<file path="src/rtl/pidec_pkg.sv">
// Operation
// Process-cache descriptor needs 256-bit queue, else error
// Process-cache granularity: domain, process-in-domain, all
// Coarser invalidation allowed, never narrower
// Domain bits above implemented width ignored
// Process id ignored for all-process granularities
// Flush write buffers before process-cache invalidation
// Software follows with matching translation-cache invalidation
// Translation descriptor 128 bits; width mismatch errors
// Translation global: invalidate all entries
// Translation domain: invalidate by domain tag
// Page: second-level tlb needs domain and address
// Page: second-level walk cache kept when hint
// Hint ignored for global and domain granularities
// Read-drain flag drains reads before next wait
// Write-drain flag drains writes before next wait
// Domain field ignored for global translation invalidation
// Address high bits ignored; address unused unless page
// Software encodes page-count exponent 0, 9, 18
// Flush write buffers before translation-cache invalidation
// Software fills domain from process-table entry
// Type taken from bits 11:9 and 3:0
// Undefined granularity codes raise descriptor error
package pidec_pkg;

    // Register byte offsets
    localparam logic [7:0]  CTRL_OFS     = 8'h00;
    localparam logic [7:0]  STATUS_OFS   = 8'h04;
    localparam logic [7:0]  SUBMIT_OFS   = 8'h08;
    localparam logic [7:0]  DESC_OFS     = 8'h20;   // Eight words, 0x20..0x3C
    localparam logic [31:0] CTRL_RESET   = 32'h0000_0000;

    // Register bit positions
    localparam int CTRL_QW_BIT   = 0;   // Queue holds 256-bit descriptors
    localparam int STAT_BUSY_BIT = 0;
    localparam int STAT_ERR_BIT  = 1;   // Sticky, write one to clear
    localparam int STAT_DRD_BIT  = 2;   // Read drain pending
    localparam int STAT_DWR_BIT  = 3;   // Write drain pending

    // Descriptor type codes, {bits 11:9, bits 3:0}
    localparam logic [6:0] TYPE_TLB = 7'h02;
    localparam logic [6:0] TYPE_PC  = 7'h07;

    // Granularity codes
    localparam logic [1:0] PC_G_DOMAIN  = 2'h0;
    localparam logic [1:0] PC_G_PASID   = 2'h1;
    localparam logic [1:0] PC_G_ALL     = 2'h3;
    localparam logic [1:0] TLB_G_ALL    = 2'h1;
    localparam logic [1:0] TLB_G_DOMAIN = 2'h2;
    localparam logic [1:0] TLB_G_PAGE   = 2'h3;

    // Descriptor field positions and widths
    localparam int G_LSB       = 4;
    localparam int WRDRAIN_BIT = 6;
    localparam int RDDRAIN_BIT = 7;
    localparam int DOM_LSB     = 16;
    localparam int DOM_W       = 16;
    localparam int PASID_LSB   = 32;
    localparam int PASID_W     = 20;
    localparam int PGEXP_LSB   = 64;
    localparam int PGEXP_W     = 6;
    localparam int HINT_BIT    = 70;
    localparam int ADDR_LSB    = 76;
    localparam int ADDR_W      = 52;   // Page address bits 63:12
    localparam int PAGE_SHIFT  = 12;

    typedef enum logic [1:0] {ST_IDLE, ST_DECODE, ST_FLUSH, ST_ISSUE} pidec_state_type;
    typedef enum logic [1:0] {PC_SCOPE_DOMAIN, PC_SCOPE_PASID, PC_SCOPE_ALL} pidec_scope_type;

    // Process-context cache command
    typedef struct packed {
        pidec_scope_type    scope;
        logic [DOM_W-1:0]   domain;
        logic [PASID_W-1:0] pasid;
    } pidec_pc_cmd_type;

    // Translation and paging-structure cache command
    typedef struct packed {
        logic               matchAll;      // Every entry, tags ignored
        logic               slTlbUseAddr;  // Second-level tlb entries also match address
        logic               slPscInval;    // Second-level walk entries invalidated
        logic [DOM_W-1:0]   domain;
        logic [ADDR_W-1:0]  addr;
        logic [PGEXP_W-1:0] pageExp;       // Page-count exponent
    } pidec_tlb_cmd_type;

    // Decoder result
    typedef struct packed {
        logic              isPc;
        logic              isTlb;
        logic              bad;
        logic              drainRd;
        logic              drainWr;
        pidec_pc_cmd_type  pc;
        pidec_tlb_cmd_type tlb;
    } pidec_dec_type;

endpackage

</file>
<file path="src/rtl/pidec_decode.sv">
// Combinational decode of one fetched descriptor
module pidec_decode #(
    parameter int DOMAIN_BITS = 16,
    parameter int GADDR_BITS  = 48
) (
    // Descriptor and queue setup
    input  wire logic [255:0]           desc,
    input  wire logic                   queueWide,
    // Decoded command
    output pidec_pkg::pidec_dec_type    dec
);
    import pidec_pkg::*;

    logic [6:0]        descType;   // Split type field
    logic [1:0]        gran;       // Requested granularity
    logic [DOM_W-1:0]  domMasked;  // Domain with unimplemented bits cleared
    logic [ADDR_W-1:0] addrMasked; // Page address above guest width cleared

    assign descType = {desc[11:9], desc[3:0]};
    assign gran     = desc[G_LSB +: 2];

    // Field masking; domain used by both descriptor kinds, address by page translation only
    always_comb begin
        for (int i = 0; i < DOM_W; i++) begin
            domMasked[i] = (i < DOMAIN_BITS) ? desc[DOM_LSB + i] : 1'b0;
        end
        for (int i = 0; i < ADDR_W; i++) begin
            addrMasked[i] = (i + PAGE_SHIFT < GADDR_BITS) ? desc[ADDR_LSB + i] : 1'b0;
        end
    end

    // Type, width and granularity decode
    always_comb begin
        dec = '0;
        // Widest scope by default: coarser is legal, narrower never
        dec.pc.scope = PC_SCOPE_ALL;
        dec.tlb.matchAll = 1'b1;
        dec.tlb.slPscInval = 1'b1;
        if (descType == TYPE_PC) begin
            dec.isPc = 1'b1;
            dec.bad = !queueWide;
            dec.pc.domain = domMasked;
            case (gran)
                PC_G_DOMAIN: begin
                    dec.pc.scope = PC_SCOPE_DOMAIN;
                end
                PC_G_PASID: begin
                    dec.pc.scope = PC_SCOPE_PASID;
                    dec.pc.pasid = desc[PASID_LSB +: PASID_W];
                end
                PC_G_ALL: begin
                    dec.pc.scope = PC_SCOPE_ALL;
                    dec.pc.domain = '0;
                end
                default: begin
                    dec.bad = 1'b1;
                end
            endcase
        end else if (descType == TYPE_TLB) begin
            dec.isTlb = 1'b1;
            // Zero upper half is the only legal form in a wide queue
            dec.bad = queueWide && (desc[255:128] != '0);
            dec.drainRd = desc[RDDRAIN_BIT];
            dec.drainWr = desc[WRDRAIN_BIT];
            case (gran)
                TLB_G_ALL: begin
                    dec.tlb.matchAll = 1'b1;
                end
                TLB_G_DOMAIN: begin
                    dec.tlb.matchAll = 1'b0;
                    dec.tlb.domain = domMasked;
                end
                TLB_G_PAGE: begin
                    dec.tlb.matchAll = 1'b0;
                    dec.tlb.domain = domMasked;
                    dec.tlb.slTlbUseAddr = 1'b1;
                    dec.tlb.slPscInval = !desc[HINT_BIT];
                    dec.tlb.addr = addrMasked;
                    dec.tlb.pageExp = desc[PGEXP_LSB +: PGEXP_W];
                end
                default: begin
                    dec.bad = 1'b1;
                end
            endcase
        end else begin
            dec.bad = 1'b1;  // Unsupported type
        end
    end

endmodule

</file>
<file path="src/rtl/pidec_engine.sv">
// Invalidation engine: register slave, sequencing, cache commands
//
// Implementation choices: the AHB-Lite interface to the registers and the register addresses.
module pidec_engine #(
    parameter int   DOMAIN_BITS = 16,
    parameter int   GADDR_BITS  = 48,
    parameter logic WBUF_FLUSH  = 1'b1   // Write-buffer flush required
) (
    // Clock and reset
    input  wire logic                          core_clk,
    input  wire logic                          rst_b,
    // AHB-Lite slave
    input  wire logic                          hsel,
    input  wire logic [31:0]                   haddr,
    input  wire logic [1:0]                    htrans,
    input  wire logic                          hwrite,
    input  wire logic [2:0]                    hsize,
    input  wire logic [31:0]                   hwdata,
    input  wire logic                          hready,
    output logic      [31:0]                   hrdata,
    output logic                               hreadyout,
    output logic                               hresp,
    // Write-buffer flush handshake
    output logic                               wbFlushReq,
    input  wire logic                          wbFlushAck,
    // Process-context cache command
    output logic                               pcValid,
    output pidec_pkg::pidec_pc_cmd_type        pcCmd,
    // Translation cache command
    output logic                               tlbValid,
    output pidec_pkg::pidec_tlb_cmd_type       tlbCmd,
    // Shared command acceptance
    input  wire logic                          cmdReady,
    // Drain requests toward the wait logic
    output logic                               drainRdPending,
    output logic                               drainWrPending,
    input  wire logic                          drainDone
);
    import pidec_pkg::*;

    // Bus data-phase state
    logic                    wrPend, next_wrPend;        // Write data due this cycle
    logic [7:0]              wrAddr, next_wrAddr;        // Latched write offset
    logic [31:0]             next_hrdata;
    // Software-visible state
    logic [31:0]             ctrl, next_ctrl;            // Queue width setup
    logic [7:0][31:0]        descWord, next_descWord;    // Staged descriptor
    logic                    errFlag, next_errFlag;      // Sticky descriptor error
    logic                    drainRd, next_drainRd;
    logic                    drainWr, next_drainWr;
    // Sequencer state
    pidec_state_type         state, next_state;
    pidec_dec_type           cur, next_cur;              // Latched decode
    pidec_dec_type           dec;                        // Live decode
    logic                    flushSeen, next_flushSeen;  // Flush done for this descriptor

    logic                    addrPhase;                  // Valid address phase
    logic                    submitWr;                   // Write to submit register
    logic                    errClr;                     // Write one to error bit
    logic                    issueDone;                  // Command accepted

    // Descriptor decoder
    pidec_decode #(
        .DOMAIN_BITS (DOMAIN_BITS),
        .GADDR_BITS  (GADDR_BITS)
    ) u_decode (
        .desc      (descWord),
        .queueWide (ctrl[CTRL_QW_BIT]),
        .dec       (dec)
    );

    // Slave never stretches, always answers OKAY
    assign hreadyout = 1'b1;
    assign hresp     = 1'b0;

    assign addrPhase = hsel && htrans[1] && hready;
    assign submitWr  = wrPend && (wrAddr == SUBMIT_OFS);
    assign errClr    = wrPend && (wrAddr == STATUS_OFS) && hwdata[STAT_ERR_BIT];

    // Handshake outputs follow the sequencer state
    assign pcValid    = (state == ST_ISSUE) && cur.isPc;
    assign tlbValid   = (state == ST_ISSUE) && cur.isTlb;
    assign wbFlushReq = (state == ST_FLUSH);
    assign issueDone  = (state == ST_ISSUE) && cmdReady;
    assign pcCmd      = cur.pc;
    assign tlbCmd     = cur.tlb;
    assign drainRdPending = drainRd;
    assign drainWrPending = drainWr;

    // Register read mux, word aligned
    function automatic logic [31:0] readWord(input logic [7:0] ofs);
        logic [31:0] val;
        val = 32'h0000_0000;
        if (ofs == CTRL_OFS) begin
            val = ctrl;
        end else if (ofs == STATUS_OFS) begin
            val[STAT_BUSY_BIT] = (state != ST_IDLE);
            val[STAT_ERR_BIT]  = errFlag;
            val[STAT_DRD_BIT]  = drainRd;
            val[STAT_DWR_BIT]  = drainWr;
        end else if (ofs >= DESC_OFS && ofs < DESC_OFS + 8'h20) begin
            val = descWord[ofs[4:2]];
        end
        return val;
    endfunction

    // Bus and register next values
    always_comb begin
        next_wrPend   = addrPhase && hwrite;
        next_wrAddr   = addrPhase ? {haddr[7:2], 2'b00} : wrAddr;
        next_hrdata   = (addrPhase && !hwrite) ? readWord({haddr[7:2], 2'b00}) : hrdata;
        next_ctrl     = ctrl;
        next_descWord = descWord;
        if (wrPend) begin
            if (wrAddr == CTRL_OFS) begin
                next_ctrl = {31'h0000_0000, hwdata[CTRL_QW_BIT]};
            end else if (wrAddr >= DESC_OFS && wrAddr < DESC_OFS + 8'h20 &&
                         state == ST_IDLE) begin
                // Staged words are frozen while a descriptor is in flight
                next_descWord[wrAddr[4:2]] = hwdata;
            end
        end
    end

    // Sequencer next values
    always_comb begin
        next_state     = state;
        next_cur       = cur;
        next_flushSeen = flushSeen;
        next_errFlag   = errFlag && !errClr;
        next_drainRd   = drainRd && !drainDone;
        next_drainWr   = drainWr && !drainDone;
        case (state)
            ST_IDLE: begin
                // Submits while busy are dropped; software polls busy
                if (submitWr) begin
                    next_state = ST_DECODE;
                    next_flushSeen = 1'b0;
                end
            end
            ST_DECODE: begin
                next_cur = dec;
                if (dec.bad) begin
                    next_errFlag = 1'b1;
                    next_state   = ST_IDLE;
                end else if (WBUF_FLUSH) begin
                    next_state = ST_FLUSH;
                end else begin
                    next_state = ST_ISSUE;
                end
            end
            ST_FLUSH: begin
                if (wbFlushAck) begin
                    next_flushSeen = 1'b1;
                    next_state = ST_ISSUE;
                end
            end
            ST_ISSUE: begin
                if (cmdReady) begin
                    // New drain request wins over a same-cycle completion
                    if (cur.isTlb && cur.drainRd) begin
                        next_drainRd = 1'b1;
                    end
                    if (cur.isTlb && cur.drainWr) begin
                        next_drainWr = 1'b1;
                    end
                    next_state = ST_IDLE;
                end
            end
            default: begin
                next_state = ST_IDLE;
            end
        endcase
    end

    // Register all state
    always_ff @(posedge core_clk or negedge rst_b) begin
        if (!rst_b) begin
            wrPend    <= 1'b0;
            wrAddr    <= 8'h00;
            hrdata    <= 32'h0000_0000;
            ctrl      <= CTRL_RESET;
            descWord  <= '0;
            errFlag   <= 1'b0;
            drainRd   <= 1'b0;
            drainWr   <= 1'b0;
            state     <= ST_IDLE;
            cur       <= '0;
            flushSeen <= 1'b0;
        end else begin
            wrPend    <= next_wrPend;
            wrAddr    <= next_wrAddr;
            hrdata    <= next_hrdata;
            ctrl      <= next_ctrl;
            descWord  <= next_descWord;
            errFlag   <= next_errFlag;
            drainRd   <= next_drainRd;
            drainWr   <= next_drainWr;
            state     <= next_state;
            cur       <= next_cur;
            flushSeen <= next_flushSeen;
        end
    end

    // Checks on the sequencer and the issued commands
    property p_pcWidth;
        @(posedge core_clk) disable iff (!rst_b)
        (state == ST_DECODE && dec.isPc && !ctrl[CTRL_QW_BIT]) |=> errFlag && state == ST_IDLE;
    endproperty
    a_pcWidth: assert property (p_pcWidth) else $error("narrow queue process descriptor accepted");

    property p_badNoIssue;
        @(posedge core_clk) disable iff (!rst_b)
        (state == ST_DECODE && dec.bad) |=> (!pcValid && !tlbValid) [*2];
    endproperty
    a_badNoIssue: assert property (p_badNoIssue) else $error("bad descriptor was issued");

    property p_flushFirst;
        @(posedge core_clk) disable iff (!rst_b)
        $rose(pcValid || tlbValid) |-> (flushSeen || !WBUF_FLUSH);
    endproperty
    a_flushFirst: assert property (p_flushFirst) else $error("issued before flush");

    property p_pcAllProc;
        @(posedge core_clk) disable iff (!rst_b)
        pcValid && pcCmd.scope != PC_SCOPE_PASID |-> pcCmd.pasid == '0;
    endproperty
    a_pcAllProc: assert property (p_pcAllProc) else $error("process id used for wide scope");

    property p_globalTags;
        @(posedge core_clk) disable iff (!rst_b)
        tlbValid && tlbCmd.matchAll |-> tlbCmd.domain == '0 && tlbCmd.addr == '0
            && tlbCmd.slPscInval;
    endproperty
    a_globalTags: assert property (p_globalTags) else $error("global command carries tags");

    property p_hintPage;
        @(posedge core_clk) disable iff (!rst_b)
        tlbValid && !tlbCmd.slTlbUseAddr |-> tlbCmd.slPscInval && tlbCmd.addr == '0;
    endproperty
    a_hintPage: assert property (p_hintPage) else $error("hint honoured outside page scope");

    property p_domainMask;
        @(posedge core_clk) disable iff (!rst_b)
        (pcValid || tlbValid) |-> ((pcCmd.domain | tlbCmd.domain) >> DOMAIN_BITS) == '0;
    endproperty
    a_domainMask: assert property (p_domainMask) else $error("unimplemented domain bit used");

    property p_drainRead;
        @(posedge core_clk) disable iff (!rst_b)
        (issueDone && tlbValid && cur.drainRd) |=> drainRdPending;
    endproperty
    a_drainRead: assert property (p_drainRead) else $error("read drain not recorded");

    property p_drainWrite;
        @(posedge core_clk) disable iff (!rst_b)
        (issueDone && tlbValid && cur.drainWr) |=> drainWrPending;
    endproperty
    a_drainWrite: assert property (p_drainWrite) else $error("write drain not recorded");

    property p_submitFlow;
        @(posedge core_clk) disable iff (!rst_b)
        (state == ST_IDLE && submitWr) |=> state == ST_DECODE ##1 state != ST_DECODE;
    endproperty
    a_submitFlow: assert property (p_submitFlow) else $error("submit did not decode once");

    c_pcIssue:   cover property (@(posedge core_clk) disable iff (!rst_b) pcValid && cmdReady);
    c_pageHint:  cover property (@(posedge core_clk) disable iff (!rst_b)
        tlbValid && tlbCmd.slTlbUseAddr && !tlbCmd.slPscInval);
    c_badDesc:   cover property (@(posedge core_clk) disable iff (!rst_b)
        state == ST_DECODE && dec.bad);
    c_drainBoth: cover property (@(posedge core_clk) disable iff (!rst_b)
        drainRd && drainWr);

endmodule

</file>
<file path="config.mk">
export PLATFORM = sky130hd
export DESIGN_NAME = pidec_engine
export DESIGN_NICKNAME = d
export VERILOG_FILES = /design/src/rtl/pidec_pkg.sv /design/src/rtl/pidec_decode.sv /design/src/rtl/pidec_engine.sv
export SDC_FILE = /design/constraint.sdc
export NUM_CORES = 1
export LEC_CHECK = 0
export BUFFER_PORTS_ARGS = -buffer_cell sky130_fd_sc_hd__buf_2
export CAP_MARGIN = 20
export CORE_UTILIZATION = 57
export CTS_CLUSTER_DIAMETER = 40
export CTS_CLUSTER_SIZE = 20
export DETAILED_ROUTE_END_ITERATION = 10
export GPL_ROUTABILITY_DRIVEN = 0
export GPL_TIMING_DRIVEN = 0
export HOLD_SLACK_MARGIN = 0.12
export PLACE_DENSITY = 0.86
export SLEW_MARGIN = 20
export SYNTH_ARGS = -nofsm -noshare
export SYNTH_HDL_FRONTEND = slang
export SYNTH_SLANG_ARGS = --single-unit
</file>
<file path="constraint.sdc">
create_clock -name core_clk -period 4.2 [get_ports core_clk]
set_input_delay 1.26 -clock core_clk [delete_from_list [all_inputs] [get_ports core_clk]]
set_output_delay 1.26 -clock core_clk [all_outputs]
set_load 0.02 [all_outputs]
</file>
Word-level counts from Yosys, hierarchy flattened. Index checks and enable logic that the tools add are counted.

$lt $le $gt $ge: 7. Eq/ne operators: 14. Mux-type cells: 41. Bitwise gates (word level): 1. Reductions and logical operators: 36.

Operator list (count): $bwmux 256 (1); $mux 77 (2); $mux 32 (4); $reduce_bool 128->1 (1); $bmux 32 s3 (1); $demux 32 s3 (1); $mux 42 (1); $mux 38 (1); $mux 16 (2); $mux 28 (1); $mux 20 (1); $logic_and 1x1->1 (19); $ge 8x6->1 const B (2); $lt 8x7->1 const B (2); $mux 1 (16); $mux 2 (7); $eq 6x1->1 const B (2); $eq 2x2->1 const B (4); $logic_not 8->1 (1); $lt 3x4->1 const B (2); $pmux 2 s4 (1); $eq 7x2->1 const B (1); $eq 7x3->1 const B (1); $eq 6x2->1 const B (1); other kinds (15) (24).

Register bits: 420. Input port bits: 77. Output and inout bits: 154. Word-level logic and storage cells: 128.

Longest topological paths before layout.
Depth after elaboration: 7. Mapped depth: 8. Gate-level depth less buffers: 5.

Modules after synthesis. Synthesis repeated with hierarchy kept, for this count alone.

Cell total of the unflattened synthesis: 1639. Area, all modules: 19696.4 um^2.

By module, submodules not included: pidec_engine (instances 1, cells an instance 1453, area each 18510.3 um^2, sequential area each 10510.1 um^2); pidec_decode (instances 1, cells an instance 186, area each 1186.1 um^2, sequential area each 0.0 um^2).

Worst setup path after synthesis. No wires, ideal clock.

Kind: in2reg. Start: in haddr[2]. End: reg hrdata[10]. Library setup time: 0.133 ns. Data arrival time: 2.517 ns. Data required time: 4.067 ns. Path slack: 1.550 ns. Stages: 6. Buffers on the path: 3. Cells stage by stage: clkbuf_2 -> buf_4 -> buf_4 -> mux4_2 -> mux2i_1 -> o21ai_0.

Longest elaborated chain between the ends: 5. Elaborated cells on any way between the ends: 10. Classes of those cells: order compare: 2; eq/ne: 1; mux: 5; reduce/logical: 2.

RTL lines: start, declared (line pidec_engine.sv:14) `input wire logic [31:0] haddr,`; $ge 8x6->1, or another cell as far along (line pidec_engine.sv:101) `end else if (ofs >= DESC_OFS && ofs < DESC_OFS + 8'h20) begin`; $logic_and 1x1->1 / $mux 32 (equally long branches) (line pidec_engine.sv:101, pidec_engine.sv:102); $mux 32 (line pidec_engine.sv:101); $mux 28 (line pidec_engine.sv:96) `end else if (ofs == STATUS_OFS) begin`; $mux 32 * (line pidec_engine.sv:94) `if (ofs == CTRL_OFS) begin`; end signal, assigned (line pidec_engine.sv:193) `hrdata <= next_hrdata;`; end, declared (line pidec_engine.sv:20) `output logic [31:0] hrdata,`.

Every way passes the cells marked *; elsewhere a longest branch is shown, timed or not. The select of a mux whose other input is x is not followed. A chain may end at the register's enable or synchronous reset.

Worst setup path in the final report.
Start: in hready. End: reg hrdata[28].

Longest elaborated chain between the ends: 2.

RTL lines: start, declared (line pidec_engine.sv:19) `input wire logic hready,`; $logic_and 1x1->1 (line pidec_engine.sv:76) `assign addrPhase = hsel && htrans[1] && hready;`; $logic_and 1x1->1 (line pidec_engine.sv:111) `next_hrdata = (addrPhase && !hwrite) ? readWord({haddr[7:2], 2'b00}) : hrdata;`.

Every way passes these cells.

==> reports/results.tsv <==
stage	metric	value	unit
final_layout	final_cell_mix	dfrtp_1, mux2_2, buf_2	
critical_path	reg2reg_from	descWord[3]	
final_layout	regArea	10100	µm²
pwr	leakage	0.0105	µW
timing	hold_violations	0	
yosys	synthArstFlopShare	100	%
final_layout	postLayoutCellArea	21200	µm²
pwr	finalPower	8890	µW
routing	antenna_left	0	
yosys	synth.top_cell.area_share	55.7	%
pwr	cellPowerDensity	419	nW/µm²
yosys	yosysWarnings	0	
timing	fin_crit_sh	71.5	%
timing	rsz0062_at_grt	no	
status	status	completed	
clocking	cts_max_path_buffers	3	
clocking	holdBufCountCts	0	
clocking	post_cts.repair.setup_buffers	0	
global_route	overflow	0	
global_route	grt_util_all_layers	29.5	%
timing	fin_tns_setup	0	ns
die	die_area	32500	µm²
routing	route.vias.total	11900	
global_route	antenna_found_initial	1	
place	port_buffers	179	
routing	detail_route.first_pass.iterations	5	
timing	skew	0.0313	ns
yosys	avgSynthCellArea	14.5	µm²
critical_path	critPathLaunch	hready	
timing	holdWs	0.475	ns
routing	post_drt_wl_per_cell	24.2	µm
final_layout	drive_above_1_share	47.6	%
global_route	grt_pass1_wl	73100	µm
timing	drv_slew	0	
critical_path	path_cells	buf_2 > nand3_1 > nor2_1 > nand3_1 > clkbuf_1 > o21ai_0	
yosys	synth_ff_type	dfrtp_1	
clocking	clock-sinks	404	
yosys	ys_ff_latch	404	
die	ios	231	
die	die_w	180	µm
final_layout	nNetsFinal	1572	
yosys	syn_area	18100	µm²
run	cap_viol_max_count	0	
timing	slew-limit-headroom	34.0	%
routing	drt-vias-per-instance	6.16	
yosys	synth_cell_types	44	
timing	setup_viol	0	
clocking	clkLatencyLatePin	0.56	ns
critical_path	required	4.64	ns
final_layout	nFillCells	2052	
place	hpwl	32600	µm
clocking	htreeDepth	2	
critical_path	cp_max_fo	10	
timing	layout_min_cycle_time	3.00	ns
final_layout	multiInputGateArea	6750	µm²
critical_path	start_kind	primary input	
critical_path	cpPeakStageDelay	0.66	ns
routing	drt-total-wl	46600	µm
clocking	cts_tree	done	
min_path	min_path_type	flop to flop	
die	initial_core_util	58.7	%
die	rows	64	
final_layout	diodes	0	
die	core	30900	µm²
final_layout	syn2layout_area_growth	16.9	%
critical_path	crit_top_cell	nand3_1	
clocking	cts_resized	0	
min_path	hp-start	hrdata[19]	
critical_path	cp.arrival	3.44	ns
pwr	ir_drop	0.402	mV
place	place_area	19700	µm²
final_layout	layout_commonest_cell	dfrtp_1	
global_route	grt_max_degree	102	
yosys	synth-edff-count	0	
yosys	seq_area_frac_synth	55.7	%
routing	drtIter0Drc	962	
die	die_h	180	µm
yosys	synthCells	1250	
timing	tightest_slew	0.990	ns
clocking	cts.clk_slew.worst_paths	0.06	ns
yosys	yosys.area.top_type	dfrtp_1	
global_route	first_global_vias	12500	
final_layout	post-route-util	68.6	%
routing	drc	0	
critical_path	crit_type	primary input to flop	
critical_path	end_kind	flop	
clocking	cts_buffers	44	
clocking	cts_root_buffer	clkbuf_16	
timing	clock.fmax	333	MHz
yosys	netlist_top_cells_area	dfrtp_1, mux2_2, mux4_2	
critical_path	critPathSlowestCell	nand3_1	
## report_power, final
part           total, µW  internal [µW]  switching, µW
Sequential          4210           4060            150
Clock               3920           2230           1700
Combinational        759            326            434
Total               8890           6610           2280
## critical path: cells and delay by family
family | cells | cell delay, ns
AO/OA/AOI/OAI | 1 | 0.30
buffers and inverters | 2 | 0.54
AND/OR/NAND/NOR | 3 | 1.33
## cell usage after synthesis, types with 2 or more instances
cell and instances:
dfrtp_1 404, mux2_2 223, buf_4 137, a22o_1 96
mux4_2 64, nand2_1 45, mux2_1 40, nor4_1 34
mux2i_1 33, o21ai_0 32, buf_2 26, nor2_1 21
clkbuf_1 17, nand4_1 10, buf_6 8, a211oi_1 5
a21oi_1 4, and2_1 4, inv_1 4, nand2b_1 4
nor2b_1 4, a21o_1 3, and3_1 3, nand3_1 3
nor3_1 3, nor3b_4 3, buf_1 2, conb_1 2
## layout make-up
class	count	area share [%]
Sequential cell	404	47.7
Multi-Input combinational cell	667	31.8
Buffer	191	6.25
Clock buffer	54	5.66
Timing Repair Buffer	183	4.79
Tap cell	396	2.34
Clock inverter	25	1.38
Inverter	4	0.0708
## flip-flops by register name (all words and copies together), names as in the netlist, named ones only
register        count
ctrl                1
cur                 4
descWord          256
drainRdPending      1
drainWrPending      1
errFlag             1
hrdata             32
pcCmd              38
state               1
tlbCmd             61
wrAddr              6
wrPend              1
## final timing paths
kind / endpoint / slack [ns] / depth (start not counted)
worst max-delay path: hrdata[28] / 1.20 / 6
worst min-delay path: hrdata[19] / 0.48 / 2
worst max register to register: pcCmd[29] / 1.73 / 5
worst min register to register: hrdata[19] / 0.48 / 2
max in group asynchronous: descWord[104] / 2.39 / 3
min in group asynchronous: descWord[224] / 0.58 / 1
## per-stage QoR
stage / instances / setup WS (ns)
5_1_grt: 1924 / 1.09
3_3_place_gp: 1841 / -5.79
2_1_floorplan: 1266 / 1.55
3_5_place_dp: 1845 / 0.754
4_1_cts: 1924 / 1.28
6_report: 1924 / 1.20
## cells by family (layout without fill, tap and decap cells)
group,Yosys count,in the layout,share of synthesized area [%]
muxes,360,360,26.1
buffers and inverters,195,457,7.39
and+or+nand+nor,145,145,4.59
other,2,18,0.0414
DFF,404,404,55.7
AOI/OAI and AO/OA,144,144,6.14
## layer usage
layer | up-vias | wire, µm | GRT usage [%]
met5 | - | 0 | 0
met4 | 0 | 1810 | 11.8
met3 | 128 | 3640 | 6.43
met2 | 525 | 22200 | 46.8
met1 | 6184 | 19000 | 40.0
li1 | 5014 | - | -
Power figures use the tool's default switching activity.
